`src/rtl/kbd_link_consts.svh`:
```
/*
  Register offsets, field positions, reset values and timing for the keyboard link block.
  Assumes inclusion by bare name from the package and the design module.
*/
// Notes on behaviour
// Eleven-bit frame, data byte at data port
// Data write loads byte, parity0 start0 stop1
// Data read clears irq, busy, rearms reception
// Interrupt on complete received byte, held
// Status read shows parity, stop, start, busy
// Control bit7 sets parity; data write clears
// Force-clock and transmit bits read back
// Clock and data lines idle high at reset
// Busy set when keyboard starts clocking frame
// Keyboard sends only when both lines idle
// No parity check; CPU checks odd parity
// CPU checks busy clear before transmit/holdoff
// Force-clock bit drives keyboard clock low
// Transmit mode puts frame on data line
// CPU waits 60us after forcing clock low
// CPU releases clock writing transmit only
// Keyboard clocks frame out, then interrupt
// CPU resets interface after transmit interrupt
// Holdoff by forced clock, then reset interface
// Interrupt reported as system status source
// Synchronise lines, shift on clock falls
`ifndef KBD_LINK_CONSTS_SVH
`define KBD_LINK_CONSTS_SVH
`define KBD_DATA_ADDR 8'hF4
`define KBD_CTRL_ADDR 8'hF5
`define KBD_FRAME_BITS 11
`define KBD_FRAME_RESET 11'h7FF
`define KBD_BIT_PARITY 7
`define KBD_BIT_STOP 6
`define KBD_BIT_START 5
`define KBD_BIT_BUSY 4
`define KBD_BIT_RESET 2
`define KBD_BIT_FORCE 1
`define KBD_BIT_TXMODE 0
`define KBD_FP_PARITY 9
`define KBD_FP_STOP 10
`define KBD_FP_START 0
`define KBD_FORCE_MIN_US 60
`define KBD_FORCE_MIN_CYC ((`KBD_FORCE_MIN_US * 100 + 0) / 1)
`endif

```
`src/rtl/kbd_link_pkg.sv`:
```
/*
  Types for the keyboard link block.
  Assumes the constants header sits beside it.
*/
`include "kbd_link_consts.svh"
package kbd_link_pkg;
  typedef enum logic [2:0] {
    LINK_IDLE = 3'b001,
    LINK_BUSY = 3'b010,
    LINK_DONE = 3'b100
  } link_state_t;
endpackage

```
`src/rtl/keyboard_serial_interface.sv`:
```
/*
  Keyboard two-wire link: shift frame, control/status port, receive and transmit.
  Assumes a CPU I/O strobe pair on the system clock and a keyboard driving the clock.
*/
`timescale 1ns/1ns
`default_nettype none
`include "kbd_link_consts.svh"
module keyboard_serial_interface
  import kbd_link_pkg::*;
#(
  parameter int FRAME_BITS = `KBD_FRAME_BITS
) (
  // Clock and reset
  input wire logic sys_clk_in,
  input wire logic arst_n_in,
  // CPU I/O port
  input wire logic [7:0] io_addr_in,
  input wire logic [7:0] io_wdata_in,
  input wire logic io_wr_in,
  input wire logic io_rd_in,
  output logic [7:0] io_rdata_out,
  // External status bits shown on reads of bits 3..2
  input wire logic [1:0] vdu_ptr_hi_in,
  // Keyboard lines, open drain
  input wire logic kbd_clock_line_in,
  output logic kbd_clock_line_out,
  output logic kbd_clock_line_oe_n_out,
  input wire logic kbd_data_line_in,
  output logic kbd_data_line_out,
  output logic kbd_data_line_oe_n_out,
  // Interrupt towards system status
  output logic keyboard_irq_out
);
  logic [FRAME_BITS-1:0] frame, next_frame;
  logic busy, next_busy;
  logic irq, next_irq;
  logic force_clk, next_force_clk;
  logic tx_mode, next_tx_mode;
  logic [3:0] bit_cnt, next_bit_cnt;
  logic [7:0] rdata, next_rdata;
  link_state_t state, next_state;
  logic [1:0] line_raw;
  logic [1:0] line_sync;
  logic clk_s2, clk_s3, next_clk_s3, dat_s2;
  logic clk_fall;
  logic data_wr, data_rd, ctrl_wr, ctrl_rd, iface_reset;

  // Bit 0 clock, bit 1 data; both pins are asynchronous to the system clock
  assign line_raw = {kbd_data_line_in, kbd_clock_line_in};

  // Two-flop synchroniser per line; idle level high so reset gives no false edge
  generate
    for (genvar i = 0; i < 2; i++) begin : g_sync
      logic s1, s2, next_s1, next_s2;
      always_comb begin
        next_s1 = line_raw[i];
        next_s2 = s1;
      end
      always_ff @(posedge sys_clk_in or negedge arst_n_in) begin
        if (!arst_n_in) begin
          s1 <= 1'b1;
          s2 <= 1'b1;
        end else begin
          s1 <= next_s1;
          s2 <= next_s2;
        end
      end
      assign line_sync[i] = s2;
    end
  endgenerate
  assign clk_s2 = line_sync[0];
  assign dat_s2 = line_sync[1];

  // Third stage on the clock only, read solely by the edge finder
  always_comb begin
    next_clk_s3 = clk_s2;
  end
  always_ff @(posedge sys_clk_in or negedge arst_n_in) begin
    if (!arst_n_in) begin
      clk_s3 <= 1'b1;
    end else begin
      clk_s3 <= next_clk_s3;
    end
  end
  assign clk_fall = clk_s3 & ~clk_s2;

  assign data_wr = io_wr_in && io_addr_in == `KBD_DATA_ADDR;
  assign data_rd = io_rd_in && io_addr_in == `KBD_DATA_ADDR;
  assign ctrl_wr = io_wr_in && io_addr_in == `KBD_CTRL_ADDR;
  assign ctrl_rd = io_rd_in && io_addr_in == `KBD_CTRL_ADDR;
  // Read of the data port also resets, so sample data before clearing
  assign iface_reset = data_rd || (ctrl_wr && io_wdata_in[`KBD_BIT_RESET]);

  always_comb begin
    next_frame = frame;
    next_busy = busy;
    next_irq = irq;
    next_force_clk = force_clk;
    next_tx_mode = tx_mode;
    next_bit_cnt = bit_cnt;
    next_state = state;
    next_rdata = rdata;
    // Shift on each keyboard clock fall until the frame is done; no parity check is made
    if (clk_fall && state != LINK_DONE) begin
      next_busy = 1'b1;
      next_state = LINK_BUSY;
      next_frame = {dat_s2, frame[FRAME_BITS-1:1]};
      if (tx_mode) begin
        // Transmit shifts in ones behind the outgoing bits
        next_frame = {1'b1, frame[FRAME_BITS-1:1]};
      end
      next_bit_cnt = bit_cnt + 4'h1;
      if (bit_cnt == 4'(FRAME_BITS - 1)) begin
        next_irq = 1'b1;
        next_state = LINK_DONE;
      end
    end
    if (iface_reset) begin
      next_busy = 1'b0;
      next_irq = 1'b0;
      next_bit_cnt = 4'h0;
      next_state = LINK_IDLE;
    end
    if (data_wr) begin
      // Start 0, data, parity 0, stop 1
      next_frame = {1'b1, 1'b0, io_wdata_in, 1'b0};
    end
    if (ctrl_wr) begin
      next_force_clk = io_wdata_in[`KBD_BIT_FORCE];
      next_tx_mode = io_wdata_in[`KBD_BIT_TXMODE];
      if (io_wdata_in[`KBD_BIT_PARITY]) begin
        next_frame[`KBD_FP_PARITY] = 1'b1;
      end
    end
    if (data_rd) begin
      next_rdata = frame[8:1];
    end else if (ctrl_rd) begin

      next_rdata = {frame[`KBD_FP_PARITY], frame[`KBD_FP_STOP], frame[`KBD_FP_START],
                    busy, vdu_ptr_hi_in, force_clk, tx_mode};
    end
  end

  always_ff @(posedge sys_clk_in or negedge arst_n_in) begin
    if (!arst_n_in) begin
      frame <= `KBD_FRAME_RESET;
      busy <= 1'b0;
      irq <= 1'b0;
      force_clk <= 1'b0;
      tx_mode <= 1'b0;
      bit_cnt <= 4'h0;
      state <= LINK_IDLE;
      rdata <= 8'h00;
    end else begin
      frame <= next_frame;
      busy <= next_busy;
      irq <= next_irq;
      force_clk <= next_force_clk;
      tx_mode <= next_tx_mode;
      bit_cnt <= next_bit_cnt;
      state <= next_state;
      rdata <= next_rdata;
    end
  end

  // Read data is registered: valid the cycle after the read strobe
  assign io_rdata_out = rdata;
  // Lines idle high after reset; clock low only when forced, data low only in transmit mode on a zero bit
  assign kbd_clock_line_out = 1'b0;
  assign kbd_clock_line_oe_n_out = ~force_clk;
  assign kbd_data_line_out = 1'b0;
  assign kbd_data_line_oe_n_out = ~(tx_mode & ~frame[0]);
  // Source bit for the system status register
  assign keyboard_irq_out = irq;
endmodule
`default_nettype wire

```
`config.mk`:
```
export PLATFORM = sky130hd
export DESIGN_NAME = keyboard_serial_interface
export DESIGN_NICKNAME = d
export VERILOG_FILES = /design/src/rtl/kbd_link_pkg.sv /design/src/rtl/keyboard_serial_interface.sv
export VERILOG_INCLUDE_DIRS = /design/src /design/src/rtl
export SDC_FILE = /design/constraint.sdc
export NUM_CORES = 1
export LEC_CHECK = 0
export BUFFER_PORTS_ARGS = -buffer_cell sky130_fd_sc_hd__buf_2
export CELL_PAD_IN_SITES_DETAIL_PLACEMENT = 0
export CELL_PAD_IN_SITES_GLOBAL_PLACEMENT = 1
export CORE_AREA = 2 2 64 66
export DETAILED_ROUTE_END_ITERATION = 6
export DIE_AREA = 0 0 66 68
export PLACE_DENSITY = 0.8
export SLEW_MARGIN = 20
export SYNTH_ARGS = -nofsm -noshare
export SYNTH_HDL_FRONTEND = slang
export SYNTH_SLANG_ARGS = --single-unit
```
`constraint.sdc`:
```
create_clock -name sys_clk_in -period 3.51 [get_ports sys_clk_in]
set_input_delay 0.5265 -clock sys_clk_in [delete_from_list [all_inputs] [get_ports sys_clk_in]]
set_output_delay 0.5265 -clock sys_clk_in [all_outputs]
set_load 0.03 [all_outputs]
```
==> out/results.txt, run 1 <==
Synth Area in Simple Gates: 18.05%
Via Count: 1145
placed instance count: 225
Skew-Pair Late Insertion Delay: 280 ps
Slew HR: 46.84%
vias in the first global route: 1157
highest fanout seen on the critical path: 15
Synth Area in Adders: 1.498%
Async SR Flop Fraction: 100.0%
Routability Congestion: 0.7293
fin util: 49.84%
post-synthesis xor/xnor area fraction: 1.573%
layout filler cell count: 388
GRT Util Overall: 16.06%
Compound-Gate Fraction of Synth Area: 8.539%
CTS Sinks: 35
Reg clk slew, reported paths: 70 ps
global route hottest layer: met2
Final Hold Viols: 0
Ys Warns: 0
Num CTS Buffers: 5
Netlist Area Pre-Place: 1670 um2
number of max-cap violations: 0
PortBufs: 34
Core ar.: 3856 um2
Post-CTS Hold Buffers: 0
Post-DRT Antenna Nets: 0
met2 Use GR: 25.38%
fin area: 1922 um2
total setup buffers inserted after CTS: 0
Die Area: 4488 um2
post-synth cell types: 32
largest net degree at the start of global routing: 36
CP startpoint: clk_s3
final WL: 3109 um
sequential fraction of the synthesis area: 53.71%
count of non-filler cells in the finished layout: 233
WP data required: 3680 ps
Tmin final: 1671 ps
register area: 897.1 um2
overall die width: 66 um
syn avg cell area: 11.29 um2
ys flop type: dfrtp_1
root buf cell: clkbuf_8
TNS Setup: 0 ps
Slew @ Worst Pin: 791.5 ps
total power: 1.135 mW
final setup fails: 0
drt drc: 0
P&R area growth vs syn: 15.06%
Global Route met3 Usage: 4.770%
CTS Buffer Depth: 2
post-route worst setup slack: 1839 ps
Area after DPL: 1841 um2
Synth area leaders: dfrtp_1, dfstp_2, mux2i_1, nand2_1, o21ai_0
io pins: 37
antenna violations before repair: 0
Yosys reg bits: 35
crit end category: flop
Hold Worst Slack: 310.0 ps
met1 usage: 20.04%
Critical Path Start Type: flop
Final period util: 47.61%
Synth top area share: 26.97%
largest family of logic cells by synthesized area: simple AND/OR/NAND/NOR gates
CTS HTree Levels: 2
leading area contributor after synthesis: dfrtp_1
CTS tree: yes
diode count: 0
Worst R2R Start: clk_s3
WS Path Type: flop to flop
Final Skew: 4.953 ps
cell area power density: 590.3 nW/um2
RSZ-0062 raised after global routing: false
Detail Placement HPWL: 2230 um
dpl ws: 1639 ps
Rows: 23
post-synthesis mux area share: 11.54%
Nets: 208
multi-input logic area: 695.7 um2
final slew viol count: 0
Cells after Synth: 148
fmax: 598.4 MHz
Worst EP arrival: 1850 ps
status: finished clean
share of cells above drive strength 1: 36.61%
Initial DRC Count: 62
post_cts resized: 0
maximum vdd ir drop: 0.2074 mV
Initial Utilization: 43.32%
DR WL/cell: 13.34 um
EDFF count, synth: 0
Die Span Y: 68 um
TritonRoute pass-1 iters: 4
Vias/cell: 4.914
grt total ovfl: 0
first-pass GRT wire length: 5230 um
Hold WC Path Type: input pin to asynchronous set/reset pin
P_leak: 0.8635 nW
## cells by family (layout without fill, tap and decap cells)
group                    count (synthesis)  count (layout)
flip-flops                              35              35
buffers and inverters                   12              46
multiplexers                            19              19
AO/OA/AOI/OAI                           26              26
adder cells (fa/ha/maj)                  2               2
AND/OR/NAND/NOR                         50              50
other                                    1               2
XOR/XNOR                                 3               3
## synthesized netlist by cell type (3+ instances only)
cell and instances:
o21ai_1 6, a21oi_1 4, dfstp_2 17, mux2i_1 17, inv_1 4, nor2_1 11, xnor2_1 3, dfrtp_1 18
nand2_1 21, buf_4 3, buf_6 3, o21ai_0 12
## state kept, by name, indices dropped and copies added (netlist names)
register          count
bit_cnt               4
busy                  1
clk_s2                1
clk_s3                1
dat_s2                1
force_clk             1
frame                11
g_sync.next_s2        2
io_rdata_out          8
keyboard_irq_out      1
state                 3
tx_mode               1
## power breakdown
group	internal (mW)	switching, mW
logic	0.109	0.135
clock network	0.139	0.134
registers	0.540	0.0776
## critical path, stage by stage (launching register included)
cell      delay, ps
dfstp_2         520
nand2b_1        230
nor2_4          470
mux2i_1         260
a21oi_1          90
## final timing paths
check	endpoint	slack, ps	cells after the start
worst max-delay path	frame[9]	1840	4
worst min-delay path	tx_mode	310	1
worst max register to register	frame[9]	1840	4
worst min register to register	clk_s2	360	0
max in group asynchronous	bit_cnt[0]	2700	1
min in group sys_clk_in	g_sync[0].next_s2	340	1
## final cells by class
| type | instances | share of cell area [%] |
|---|---|---|
| tap | 50 | 3.255 |
| clock buffer | 7 | 3.971 |
| inverter | 4 | 0.7813 |
| clock inverter | 1 | 0.2604 |
| timing repair buffer | 34 | 8.854 |
| multi-input combinational | 102 | 36.20 |
| sequential | 35 | 46.68 |
## placed cells by master (no fill, tap or decap), types with 2 or more instances in the layout
cell and n:
buf_2 34, nand2_1 21, dfrtp_1 18, mux2i_1 17, dfstp_2 17, o21ai_0 12, nor2_1 11, o21ai_1 6
clkbuf_8 5, inv_1 4, a21oi_1 4, xnor2_1 3, nand2b_1 2, nand3_1 2, nor4_1 2, mux2_2 2
nor3_1 2, or3_1 2, o21ai_2 2, ha_1 2, conb_1 2, clkbuf_1 2
## per-layer routing
metal / vias to the layer above / share of wire [%]
met4: 0 / 2.5
met1: 535 / 48
met5: - / 0
li1: 574 / -
met2: 29 / 45
met3: 7 / 5.0
No activity file was read; power rests on OpenSTA's default activity.
==> run 2, diff against run 1 <==
--- a/config.mk
+++ b/config.mk
@@ -6,13 +6,14 @@
 export SDC_FILE = /design/constraint.sdc
 export NUM_CORES = 1
 export LEC_CHECK = 0
+export ABC_AREA = 1
 export BUFFER_PORTS_ARGS = -buffer_cell sky130_fd_sc_hd__buf_2
 export CELL_PAD_IN_SITES_DETAIL_PLACEMENT = 0
 export CELL_PAD_IN_SITES_GLOBAL_PLACEMENT = 1
-export CORE_AREA = 2 2 64 66
+export CORE_AREA = 2 2 70 72
 export DETAILED_ROUTE_END_ITERATION = 6
-export DIE_AREA = 0 0 66 68
-export PLACE_DENSITY = 0.8
+export DIE_AREA = 0 0 72 74
+export PLACE_DENSITY = 0.74
 export SLEW_MARGIN = 20
 export SYNTH_ARGS = -nofsm -noshare
 export SYNTH_HDL_FRONTEND = slang
==> constraint.sdc (replaced) <==
create_clock -name sys_clk_in -period 1.7 [get_ports sys_clk_in]
set_input_delay 0.255 -clock sys_clk_in [delete_from_list [all_inputs] [get_ports sys_clk_in]]
set_output_delay 0.255 -clock sys_clk_in [all_outputs]
set_load 0.03 [all_outputs]
==> run 2 against run 1 <==
Net effect: the flow now finishes with violations (hold timing); worst hold slack worse by 310 ps; routed wire length is 21% higher; clock-buffer cell count is 1 lower; non-clock buffer count is 5 higher; clock power grew to 2.9 times the previous value; global-route usage is 0.26 points lower; area after synthesis is 7.2% higher; register-to-register slack worse by 1600 ps; total power is 110% higher; final cell count is 30% higher; critical endpoint is now bit_cnt[3]; largest power group unchanged; highest routed layer unchanged.
==> out/results.txt, run 2 <==
status: finished with violations
violated checks: hold timing
Routability Congestion: 0.7412
maximum vdd ir drop: 0.5210 mV
Hold WC Path Type: input pin to asynchronous set/reset pin
Num CTS Buffers: 5
antenna violations before repair: 0
DR WL/cell: 12.37 um
Yosys reg bits: 35
Post-CTS Hold Buffers: 0
cell area power density: 1122 nW/um2
Hold Worst Slack: -0.3897 ps
CTS HTree Levels: 2
layout filler cell count: 481
P_leak: 1.067 nW
leading area contributor after synthesis: dfrtp_1
final slew viol count: 0
PortBufs: 34
Ys Warns: 0
most frequent cells in the layout: nand2_1, buf_2, nand3_1
Initial DRC Count: 80
Skew-Pair Late Insertion Delay: 290 ps
first-pass GRT wire length: 6486 um
Worst EP arrival: 1650 ps
Critical Path Start Type: flop
CP max stage delay: 510 ps
top-count cell post-synth: nand2_1
CTS Sinks: 35
largest net degree at the start of global routing: 36
Vias/cell: 4.651
final setup fails: 0
Area after DPL: 2003 um2
Buf/Inv on CP: 2
CTS Buffer Depth: 2
Most flops, register: frame
CP max-delay cell: dfstp_2
Final period util: 84.49%
Async SR Flop Fraction: 100.0%
multi-input logic area: 730.7 um2
Post-DRT Antenna Nets: 0
Core ar.: 4598 um2
WP data required: 1920 ps
Cell Chain, Critical Path: inv_1, nor2_2, nand2_2, buf_4, o21ai_0, nand2_1, nor2_1
fin area: 2121 um2
top cells by count, synth: nand2_1, nand3_1, inv_1
Cells after Synth: 210
WS Path Type: flop to flop
syn avg cell area: 8.526 um2
Nets: 275
GRT Util Overall: 15.80%
post-synth cell types: 26
final WL: 3760 um
Die Area: 5328 um2
max reg flops: 11
Rows: 25
share of cells above drive strength 1: 31.60%
fmax: 696.2 MHz
grt total ovfl: 0
RSZ-0062 raised after global routing: false
ys flop type: dfrtp_1
EDFF count, synth: 0
Via Count: 1414
drt drc: 0
root buf cell: clkbuf_8
diode count: 0
Netlist Area Pre-Place: 1790 um2
crit end category: flop
Die Span Y: 74 um
number of max-cap violations: 0
TNS Setup: 0 ps
Synth area leaders: dfrtp_1, dfstp_2, nand2_1, nand3_1, inv_1
placed instance count: 296
Final Hold Viols: 1
sequential fraction of the synthesis area: 50.10%
total power: 2.380 mW
delay-heaviest family, CP: flip-flops
Initial Utilization: 38.94%
P&R area growth vs syn: 18.45%
total setup buffers inserted after CTS: 0
highest fanout seen on the critical path: 9
vias in the first global route: 1386
overall die width: 72 um
post_cts resized: 0
CTS tree: yes
io pins: 37
Detail Placement HPWL: 2743 um
count of non-filler cells in the finished layout: 304
Reg clk slew, reported paths: 70 ps
Tmin final: 1436 ps
register area: 897.1 um2
TritonRoute pass-1 iters: 4
Final Skew: 9.643 ps
most common cell after layout, fill and taps aside: nand2_1
Synth top area share: 25.16%
-- run 2: final timing paths --
kind / startpoint / endpoint / slack (ps) / depth (start not counted)
worst max register to register: clk_s3 / bit_cnt[3] / 260 / 7
worst max-delay path: clk_s3 / bit_cnt[3] / 260 / 7
min in group sys_clk_in: kbd_data_line_in / g_sync[1].next_s2 / 60 / 1
worst min register to register: g_sync[1].next_s2 / dat_s2 / 360 / 0
worst min-delay path: arst_n_in / io_rdata_out[1] / -0.4 / 2
max in group asynchronous: arst_n_in / clk_s3 / 1350 / 2
-- run 2: area by class of cell --
type                       count  share of cell area (%)
sequential                    35                   42.30
clock buffer                   6                   3.894
clock inverter                 2                   1.652
tap                           54                   3.186
multi-input combinational    142                   34.45
timing repair buffer          39                   9.794
inverter                      26                   4.720
-- run 2: power breakdown --
group          internal, mW  total (mW)  leakage, nW  switching (mW)
clock network         0.475       0.779       0.0612           0.304
logic                 0.179       0.456        0.608           0.277
registers              1.03        1.15        0.398           0.116
-- run 2: metrics by stage --
stage	hold slack [ps]	utilization, %	worst slack, ps
after floorplan	-40.59	-	442.3
after global placement	319.4	43.56	226.4
final	-0.3897	46.12	263.6
after global routing	27.08	46.12	149.5
after detailed placement	321.5	43.56	215.5
after CTS	3.014	46.12	256.2
-- run 2: routing by layer --
layer | part of all wire [%] | GRT usage, % | up-vias
li1 | - | - | 743
met1 | 51 | 21.21 | 638
met2 | 44 | 24.90 | 26
met3 | 3.6 | 4.201 | 7
met4 | 1.5 | 5.660 | 0
met5 | 0 | 0 | -
-- run 2: kinds of logic after synthesis --
| family | Yosys count | synth area share [%] |
|---|---|---|
| AO/OA/AOI/OAI | 11 | 3.983 |
| XOR/XNOR | 1 | 0.4893 |
| adder cells (fa/ha/maj) | 2 | 1.397 |
| buffers and inverters | 34 | 9.294 |
| flip-flops | 35 | 50.10 |
| other | 1 | 0.2094 |
| AND/OR/NAND/NOR | 126 | 34.52 |
